<file path="src/include/pattern_ctrl_pkg.sv">
// constants and state types shared by the pattern control block
package pattern_ctrl_pkg;
	localparam logic [7:0] OFF_PATGEN_CFG = 8'h65;
	localparam logic [7:0] OFF_INDEX_ADDR = 8'h66;
	localparam logic [7:0] OFF_INDEX_DATA = 8'h67;
	localparam int BIT_AUTO_SCROLL = 0;
	localparam int BIT_COLOR_INVERT = 1;
	localparam int BIT_TIMING_SEL = 2;
	localparam int BIT_EXT_CLOCK = 3;
	localparam logic [7:0] CFG_RESET = 8'h00;
	localparam logic [7:0] INDEX_RESET = 8'h00;
	// indirect map: timing settings, then frame time, then pattern enables
	localparam logic [7:0] IND_H_TOTAL_LO = 8'h00;
	localparam logic [7:0] IND_H_TOTAL_HI = 8'h01;
	localparam logic [7:0] IND_V_TOTAL_LO = 8'h02;
	localparam logic [7:0] IND_V_TOTAL_HI = 8'h03;
	localparam logic [7:0] IND_H_ACTIVE_LO = 8'h04;
	localparam logic [7:0] IND_H_ACTIVE_HI = 8'h05;
	localparam logic [7:0] IND_V_ACTIVE_LO = 8'h06;
	localparam logic [7:0] IND_V_ACTIVE_HI = 8'h07;
	localparam logic [7:0] IND_H_SYNC_W = 8'h08;
	localparam logic [7:0] IND_V_SYNC_W = 8'h09;
	localparam logic [7:0] IND_H_BPORCH = 8'h0A;
	localparam logic [7:0] IND_V_BPORCH = 8'h0B;
	localparam logic [7:0] IND_SYNC_CFG = 8'h0C;
	localparam logic [7:0] IND_FRAME_TIME = 8'h0D;
	localparam logic [7:0] IND_PAT_ENABLE = 8'h0E;
	localparam logic [7:0] IND_PAT_SELECT = 8'h0F;
	localparam int IND_DEPTH = 16;
	localparam int PAT_COUNT = 8;
	typedef enum logic [1:0] {S_ACTIVE, S_FPORCH, S_SYNC, S_BPORCH} line_state_t;
endpackage

</file>
<file path="src/include/timing_if.sv">
// timing settings and frame output carried between the control and the timing engine
`timescale 1ns/1ps
interface timing_if;
	logic [15:0] h_total;
	logic [15:0] v_total;
	logic [15:0] h_active;
	logic [15:0] v_active;
	logic [7:0] h_sync_w;
	logic [7:0] v_sync_w;
	logic [7:0] h_bporch;
	logic [7:0] v_bporch;
	logic [1:0] sync_pol;
	logic step;
	logic run;
	logic de;
	logic hs;
	logic vs;
	logic frame_end;
	modport ctrl (output h_total, v_total, h_active, v_active, h_sync_w, v_sync_w,
		h_bporch, v_bporch, sync_pol, step, run, input de, hs, vs, frame_end);
	modport engine (input h_total, v_total, h_active, v_active, h_sync_w, v_sync_w,
		h_bporch, v_bporch, sync_pol, step, run, output de, hs, vs, frame_end);
endinterface

</file>
<file path="src/logic/video_test_pattern_control.sv">
// test pattern control: timing choice, colour invert, auto scroll, indirect registers
// Operation
// - timing select 0 takes external clock enable, data enable and syncs; reset default
// - timing select 1 runs internal timing from programmed frame and sync settings
// - colour invert bit 1 inverts generated colour, 0 passes it unchanged
// - auto scroll 0 holds the selected pattern indefinitely
// - auto scroll 1 steps to next enabled pattern after frame-time frames
// - index register at 0x66, eight bits, read-write, resets to zero
// - write to 0x67 stores the byte into the indexed internal register
// - read of 0x67 returns the indexed internal register contents
// - external clock bit picks pixel rate under internal timing only
`timescale 1ns/1ps
module video_test_pattern_control
	import pattern_ctrl_pkg::*;
#(
	parameter int DIV_RATIO = 4
)
(
	input wire logic clk,
	input wire logic rst_n,
	input wire logic [7:0] reg_addr,
	input wire logic reg_wr,
	input wire logic reg_rd,
	input wire logic [7:0] reg_wdata,
	output logic [7:0] reg_rdata,
	input wire logic ext_pclk_en,
	input wire logic ext_de,
	input wire logic ext_hs,
	input wire logic ext_vs,
	input wire logic [23:0] pattern_rgb,
	output logic pix_valid,
	output logic pix_de,
	output logic pix_hs,
	output logic pix_vs,
	output logic [23:0] pix_rgb,
	output logic [2:0] pattern_sel
);
	typedef struct packed {
		logic [7:0] cfg;
		logic [7:0] index;
		logic [IND_DEPTH*8-1:0] ind;
		logic [7:0] rdata;
		logic [7:0] frames;
		logic [$clog2(DIV_RATIO)-1:0] div;
		logic ext_vs_d;
		logic valid;
		logic de;
		logic hs;
		logic vs;
		logic [23:0] rgb;
	} ctrl_t;
	ctrl_t st_reg;
	ctrl_t st_next;
	timing_if tif();
	timing_engine u_engine (
		.clk(clk),
		.rst_n(rst_n),
		.tif(tif)
	);
	function automatic logic [7:0] ind_byte(input logic [IND_DEPTH*8-1:0] m, input logic [7:0] a);
		return m[a[3:0]*8 +: 8];
	endfunction
	function automatic logic [2:0] next_pat(input logic [2:0] cur, input logic [7:0] en);
		logic [2:0] n;
		n = cur;
		for (int i = PAT_COUNT - 1; i >= 1; i--)
		begin
			if (en[3'(cur + 3'(i))])
				n = 3'(cur + 3'(i));
		end
		return n;
	endfunction
	logic int_mode;
	logic src_step;
	logic src_de;
	logic src_hs;
	logic src_vs;
	logic frame_done;
	logic div_tick;
	logic [2:0] cur_pat;
	assign int_mode = st_reg.cfg[BIT_TIMING_SEL];
	assign cur_pat = st_reg.ind[IND_PAT_SELECT[3:0]*8 +: 3];
	assign tif.h_total = {ind_byte(st_reg.ind, IND_H_TOTAL_HI),
		ind_byte(st_reg.ind, IND_H_TOTAL_LO)};
	assign tif.v_total = {ind_byte(st_reg.ind, IND_V_TOTAL_HI),
		ind_byte(st_reg.ind, IND_V_TOTAL_LO)};
	assign tif.h_active = {ind_byte(st_reg.ind, IND_H_ACTIVE_HI),
		ind_byte(st_reg.ind, IND_H_ACTIVE_LO)};
	assign tif.v_active = {ind_byte(st_reg.ind, IND_V_ACTIVE_HI),
		ind_byte(st_reg.ind, IND_V_ACTIVE_LO)};
	assign tif.h_sync_w = ind_byte(st_reg.ind, IND_H_SYNC_W);
	assign tif.v_sync_w = ind_byte(st_reg.ind, IND_V_SYNC_W);
	assign tif.h_bporch = ind_byte(st_reg.ind, IND_H_BPORCH);
	assign tif.v_bporch = ind_byte(st_reg.ind, IND_V_BPORCH);
	assign tif.sync_pol = st_reg.ind[IND_SYNC_CFG[3:0]*8 +: 2];
	assign tif.run = int_mode;
	// divided internal rate unless external clock picked; bit ignored in external mode
	assign div_tick = st_reg.div == '0;
	assign tif.step = st_reg.cfg[BIT_EXT_CLOCK] ? ext_pclk_en : div_tick;
	always_comb
	begin
		st_next = st_reg;
		if (int_mode)
		begin
			src_step = tif.step;
			src_de = tif.de;
			src_hs = tif.hs;
			src_vs = tif.vs;
			frame_done = tif.frame_end;
		end
		else
		begin
			src_step = ext_pclk_en;
			src_de = ext_de;
			src_hs = ext_hs;
			src_vs = ext_vs;
			frame_done = ext_pclk_en && ext_vs && !st_reg.ext_vs_d;
		end
		st_next.div = div_tick ? ($clog2(DIV_RATIO))'(DIV_RATIO - 1) : st_reg.div - 1'b1;
		if (ext_pclk_en)
			st_next.ext_vs_d = ext_vs;
		st_next.valid = src_step;
		if (src_step)
		begin
			st_next.de = src_de;
			st_next.hs = src_hs;
			st_next.vs = src_vs;
			st_next.rgb = st_reg.cfg[BIT_COLOR_INVERT] ? ~pattern_rgb : pattern_rgb;
		end
		// auto scroll: frame count per active-source frame, restart on change
		if (!st_reg.cfg[BIT_AUTO_SCROLL])
			st_next.frames = '0;
		else if (frame_done)
		begin
			if (st_reg.frames + 8'd1 >= ind_byte(st_reg.ind, IND_FRAME_TIME))
			begin
				st_next.frames = '0;
				st_next.ind[IND_PAT_SELECT[3:0]*8 +: 3] = next_pat(cur_pat,
					ind_byte(st_reg.ind, IND_PAT_ENABLE));
			end
			else
			begin
				st_next.frames = st_reg.frames + 8'd1;
			end
		end
		if (reg_wr)
		begin
			case (reg_addr)
				OFF_PATGEN_CFG: st_next.cfg = reg_wdata;
				OFF_INDEX_ADDR: st_next.index = reg_wdata;
				OFF_INDEX_DATA:
				begin
					// host write wins over a same-cycle auto step
					if (st_reg.index < 8'(IND_DEPTH))
						st_next.ind[st_reg.index[3:0]*8 +: 8] = reg_wdata;
					if (st_reg.index == IND_PAT_SELECT)
						st_next.frames = '0;
				end
				default: ;
			endcase
		end
		if (reg_rd)
		begin
			case (reg_addr)
				OFF_PATGEN_CFG: st_next.rdata = st_reg.cfg;
				OFF_INDEX_ADDR: st_next.rdata = st_reg.index;
				OFF_INDEX_DATA: st_next.rdata = (st_reg.index < 8'(IND_DEPTH)) ?
					ind_byte(st_reg.ind, st_reg.index) : 8'h00;
				default: st_next.rdata = 8'h00;
			endcase
		end
	end
	always_ff @(posedge clk or negedge rst_n)
	begin
		if (!rst_n)
		begin
			st_reg <= '0;
			st_reg.cfg <= CFG_RESET;
			st_reg.index <= INDEX_RESET;
		end
		else
		begin
			st_reg <= st_next;
		end
	end
	assign reg_rdata = st_reg.rdata;
	assign pix_valid = st_reg.valid;
	assign pix_de = st_reg.de;
	assign pix_hs = st_reg.hs;
	assign pix_vs = st_reg.vs;
	assign pix_rgb = st_reg.rgb;
	assign pattern_sel = cur_pat;
endmodule

</file>
<file path="src/logic/timing_engine.sv">
// self-generated raster timing counters
`timescale 1ns/1ps
module timing_engine
	import pattern_ctrl_pkg::*;
(
	input wire logic clk,
	input wire logic rst_n,
	timing_if.engine tif
);
	typedef struct packed {
		logic [15:0] hcnt;
		logic [15:0] vcnt;
		logic de;
		logic hs;
		logic vs;
		logic frame_end;
	} eng_t;
	eng_t st_reg;
	eng_t st_next;
	logic [15:0] hs_start;
	logic [15:0] vs_start;
	always_comb
	begin
		st_next = st_reg;
		st_next.frame_end = 1'b0;
		// sync sits just before back porch, which ends at the total
		hs_start = tif.h_total - 16'(tif.h_bporch) - 16'(tif.h_sync_w);
		vs_start = tif.v_total - 16'(tif.v_bporch) - 16'(tif.v_sync_w);
		if (!tif.run)
		begin
			st_next.hcnt = '0;
			st_next.vcnt = '0;
		end
		else if (tif.step)
		begin
			if (st_reg.hcnt + 16'd1 >= tif.h_total)
			begin
				st_next.hcnt = '0;
				if (st_reg.vcnt + 16'd1 >= tif.v_total)
				begin
					st_next.vcnt = '0;
					st_next.frame_end = 1'b1;
				end
				else
				begin
					st_next.vcnt = st_reg.vcnt + 16'd1;
				end
			end
			else
			begin
				st_next.hcnt = st_reg.hcnt + 16'd1;
			end
		end
		st_next.de = tif.run && st_next.hcnt < tif.h_active && st_next.vcnt < tif.v_active;
		st_next.hs = (tif.run && st_next.hcnt >= hs_start && st_next.hcnt < hs_start
			+ 16'(tif.h_sync_w)) ^ tif.sync_pol[0];
		st_next.vs = (tif.run && st_next.vcnt >= vs_start && st_next.vcnt < vs_start
			+ 16'(tif.v_sync_w)) ^ tif.sync_pol[1];
	end
	always_ff @(posedge clk or negedge rst_n)
	begin
		if (!rst_n)
			st_reg <= '0;
		else
			st_reg <= st_next;
	end
	assign tif.de = st_reg.de;
	assign tif.hs = st_reg.hs;
	assign tif.vs = st_reg.vs;
	assign tif.frame_end = st_reg.frame_end;
endmodule

</file>
<file path="config.mk">
export PLATFORM = sky130hd
export DESIGN_NAME = video_test_pattern_control
export DESIGN_NICKNAME = d
export VERILOG_FILES = /design/src/include/pattern_ctrl_pkg.sv /design/src/include/timing_if.sv /design/src/logic/video_test_pattern_control.sv /design/src/logic/timing_engine.sv
export SDC_FILE = /design/constraint.sdc
export NUM_CORES = 1
export LEC_CHECK = 0
export BUFFER_PORTS_ARGS = -buffer_cell sky130_fd_sc_hd__buf_2
export CORE_MARGIN = 2
export CORE_UTILIZATION = 35
export DETAILED_ROUTE_END_ITERATION = 6
export PLACE_DENSITY_LB_ADDON = 0.25
export SYNTH_ARGS = -nofsm -noshare
export SYNTH_HDL_FRONTEND = slang
export SYNTH_SLANG_ARGS = --single-unit
</file>
<file path="constraint.sdc">
create_clock -name clk -period 12.3 [get_ports clk]
set_input_delay 1.845 -clock clk [delete_from_list [all_inputs] [get_ports clk]]
set_output_delay 1.845 -clock clk [all_outputs]
set_load 0.02 [all_outputs]
</file>
==> results.txt <==
The worst pin sits at a relative slew slack of between 20% and 30%. For this design the top-level I/O count stands at 87. Setup repair after global routing left no endpoint under its margin. The global-route wire length before repair came out at ~89000 um. Clock-pin slew was measured on the worst setup and hold paths at approximately 60 ps. Dividing the synthesized area by the synthesized cell count gives 8.826 um2.

The master cell of the clock root buffer is sky130_fd_sc_hd__clkbuf_16. After layout, the minimum clock period comes to ~6400 ps. The placer's final routability congestion estimate is 0.9329. The post-detailed-route count of antenna-violating nets came out at 0.

The proportion of netlist area held by the largest area contributor is between 30% and 40%. The max-cap check violation count came out at 0. The placement-stage worst setup slack is between 5000 and 6000 ps. The flip-flop count of the largest register after layout came out at 151. The post-synthesis sequential area ratio is 31.88%. The antenna diode count came out at 0.

In this run the critical register-to-register path is launched from u_engine.st_reg[4]. The count of endpoints failing hold in the final timing report was 0. The leftover overflow at the end of global routing is 0. The number of antenna violations at the first check in global routing is 1. Between clock sinks in the finished design, the worst skew comes to between 30 and 40 ps. Across all layers, the routed design uses 15125 vias. The post-CTS repair timing setup buffer count is 0. The worst-case reg-to-reg path depth came out at 22.

The count of yosys warnings during synthesis is 0. The number of nets in the synthesized netlist is 2265. Buffers placed on the I/O ports in this run total 86. The critical path is of the flip-flop to flip-flop type.

On the critical path, the stage with the largest delay is an instance of sky130_fd_sc_hd__nor2_1. The number of buffers inserted for hold repair after clock tree synthesis came out at 0. In the synthesized netlist the async set-or-reset flop fraction comes to between 90% and 100%. After the first detailed-routing iteration, the DRC count stood at between 1000 and 1500. Once routing completed, OpenROAD measured the worst setup slack at 5894 ps. The initial cell density of the core is ~36%. The arrival time reported for the critical path endpoint came out at 6830 ps. The site row count is 82. For the pin with the worst max-slew slack, the measured transition is approximately 1100 ps. The worst vdd rail ir drop is roughly 0.095 mV. The number of buffers created by CTS is 27. After synthesis, the most frequently instantiated cells are sky130_fd_sc_hd__nand2_1, sky130_fd_sc_hd__dfrtp_1, sky130_fd_sc_hd__ha_1. The type of the most critical hold path is flip-flop to flip-flop. The critical path ends at u_engine.tif.vs. The layout cell share with drive strength beyond 1 is about 10%. sky130_fd_sc_hd__nand2_1 is the most common cell in the netlist.

The highest clock frequency the design can meet came out at roughly 0.16 GHz. The number of levels the H-tree was split into is 1. The cell accounting for the most synthesized area is sky130_fd_sc_hd__dfrtp_1. STA classifies the critical path endpoint as a flip-flop. The worst-skew pair later-pin latency is 590 ps.

The core occupancy in the finished layout is about two fifths. The kind of start point of the critical path is a flip-flop. Synthesis instantiated 83 different standard cells from the library. The fraction of the cycle the final worst path needs came out at a little over half. The CTS tree is yes. The number of global-route vias before repair is between 10000 and 15000. Yosys attributes the largest share of cell area to sky130_fd_sc_hd__dfrtp_1, sky130_fd_sc_hd__ha_1, sky130_fd_sc_hd__nand2_1, sky130_fd_sc_hd__xnor2_1, sky130_fd_sc_hd__mux4_2.

The maximum buffer depth of the clock tree is 3. Counting the fill cells in the layout gives 5063. The total negative slack came out at 0 ps. The worst reg-to-reg setup slack is roughly 5900 ps. The height of the die is 229.6 um. Once the clock tree was built, the resizer swapped 0 gates to a different size. The run finished with clean final reports. The HPWL after detailed placement is between 40000 and 50000 um. The via-per-instance ratio is about 5.6.

The area of the mapped netlist is ~0.018 mm2. The max-slew violation count came out at 0. The required arrival time at the worst endpoint came out at 12730 ps. The placeable core area is between 0.05 and 0.06 mm2. The endpoint identified for the worst register-to-register timing path is u_engine.tif.vs. After the last flow step, the layout net total stands at 2272. The average wire per standard cell came out at about 21 um. The floorplan step defined a die boundary enclosing 0.05273 mm2. The number of enable flip-flop cells after synthesis is 0. The final-report setup violation count came out at 0. Entering global routing, the biggest net connects about 120 pins. The total power density per cell area is around 110 mW/mm2. The post-detailed-route DRC marker count came out at 0. The area added between synthesis and finish came out at 9.191%.

Traced cell by cell, the critical path runs through ha_1 > nand3_1 > nor2_1 > and3_1 > and3_1 > nand3_1 > xnor2_1 > ha_1 > and4_1 > a221oi_1 > o21ai_1 > nor2_1 > a31oi_1 > a31oi_1 > ha_1 > and4_1 > a22o_1 > a2111oi_0 > o211ai_1 > nand3_1 > mux2i_1 > nand4_1. The critical path starts at u_engine.st_reg[4]. On the worst path, the slowest cell contributes a delay of 900 ps. The floorplan step set the die width to roughly 230 um. The number of cells produced by synthesis is roughly 2000.

The total number of clock tree sinks is 227. The total routed wirelength came out at ~58000 um. The biggest fanout along the worst timing path came out at 16.

The total global routing track utilization is 21.70%. In this run the static leakage power is between 8 and 9 nW. The most used flip-flop cell after synthesis is sky130_fd_sc_hd__dfrtp_1. For this run, the detailed router's first-pass iteration total came to 7. The number of synthesized register bits is 227.
-- final cells by class --
class	count	area, um2	share of cell area [%]
Timing Repair Buffer	94	500.5	2.572
Clock inverter	10	70.07	0.3601
Inverter	166	623.1	3.202
Clock buffer	40	794.5	4.083
Sequential cell	227	5682	29.20
Multi-Input combinational cell	1510	10950	56.26
Tap cell	672	840.8	4.321
-- metal layers --
layer | share of wire (%) | vias to the layer above | track usage [%] | wire [um]
met5 | 0 | - | 0 | 0
met4 | 3.0 | 0 | 5.682 | 1712
met3 | 6.0 | 84 | 3.499 | 3436
met2 | 45 | 529 | 34.21 | 25700
met1 | 46 | 7327 | 30.83 | 26660
li1 | - | 7185 | - | -
-- cells by family after synthesis --
| group | synth area share [%] |
|---|---|
| muxes | 6.979 |
| and+or+nand+nor | 16.09 |
| AOI/OAI and AO/OA | 17.52 |
| xor gates and xnor gates | 6.095 |
| buffers and inverters | 6.783 |
| DFF | 31.88 |
| adders and majority gates | 14.66 |
-- cells in the final DEF (no fill, tap or decap), drive strengths merged, types with 11 or more instances in the layout --
master	synthesis	final
xor2	40	40
nor4	11	11
o21a	11	11
o211ai	20	20
dfrtp	227	227
fa	18	18
nand3	86	86
nand4	24	24
inv	165	166
clkbuf	62	40
a31oi	18	18
xnor2	84	84
nor2b	12	12
o21ai	203	203
and3	16	16
a21oi	83	83
a21o	37	37
o31ai	19	19
nor2	94	94
mux4	33	33
mux2i	26	26
mux2	21	21
ha	180	180
nand2	277	277
a211oi	21	21
and2	11	11
nor3	26	26
buf	54	94
nand2b	17	17
-- metrics by stage --
step                      hold WS, ps  power [mW]  std cells  cell area, um2
final                           444.9       2.140       2719           19460
after global routing            479.8       2.253       2719           19460
after CTS                       440.1       2.151       2719           19460
after detailed placement        431.9       1.363       2669           18590
after global placement          425.9       1.353       2669           18590
after floorplan                 413.0       1.211       2019           17820
-- worst max-delay path: cells and delay by family (launching register included) --
kind	cells	cell delay (ps)
flops	1	480
compound gates	7	1900
xor+xnor	1	220
mux	1	210
simple gates	10	2600
fa+ha+maj	3	840
-- worst min-delay path by stage --
| stage | from | endpoint | slack (ps) | depth (start not counted) |
|---|---|---|---|---|
| after detailed placement | st_reg[29] | st_reg[29] | 430 | 1 |
| final | st_reg[29] | st_reg[29] | 440 | 1 |
| after floorplan | st_reg[29] | st_reg[29] | 410 | 1 |
| after global placement | st_reg[29] | st_reg[29] | 430 | 1 |
| after global routing | st_reg[29] | st_reg[29] | 480 | 1 |
| after CTS | st_reg[29] | st_reg[29] | 440 | 1 |
-- report_power, final --
part | leakage, nW | internal [mW] | switching, mW
clock | 0.428 | 0.448 | 0.335
combinational | 5.20 | 0.213 | 0.351
sequential | 2.91 | 0.769 | 0.0248
No activity file was read; power rests on OpenSTA's default activity.
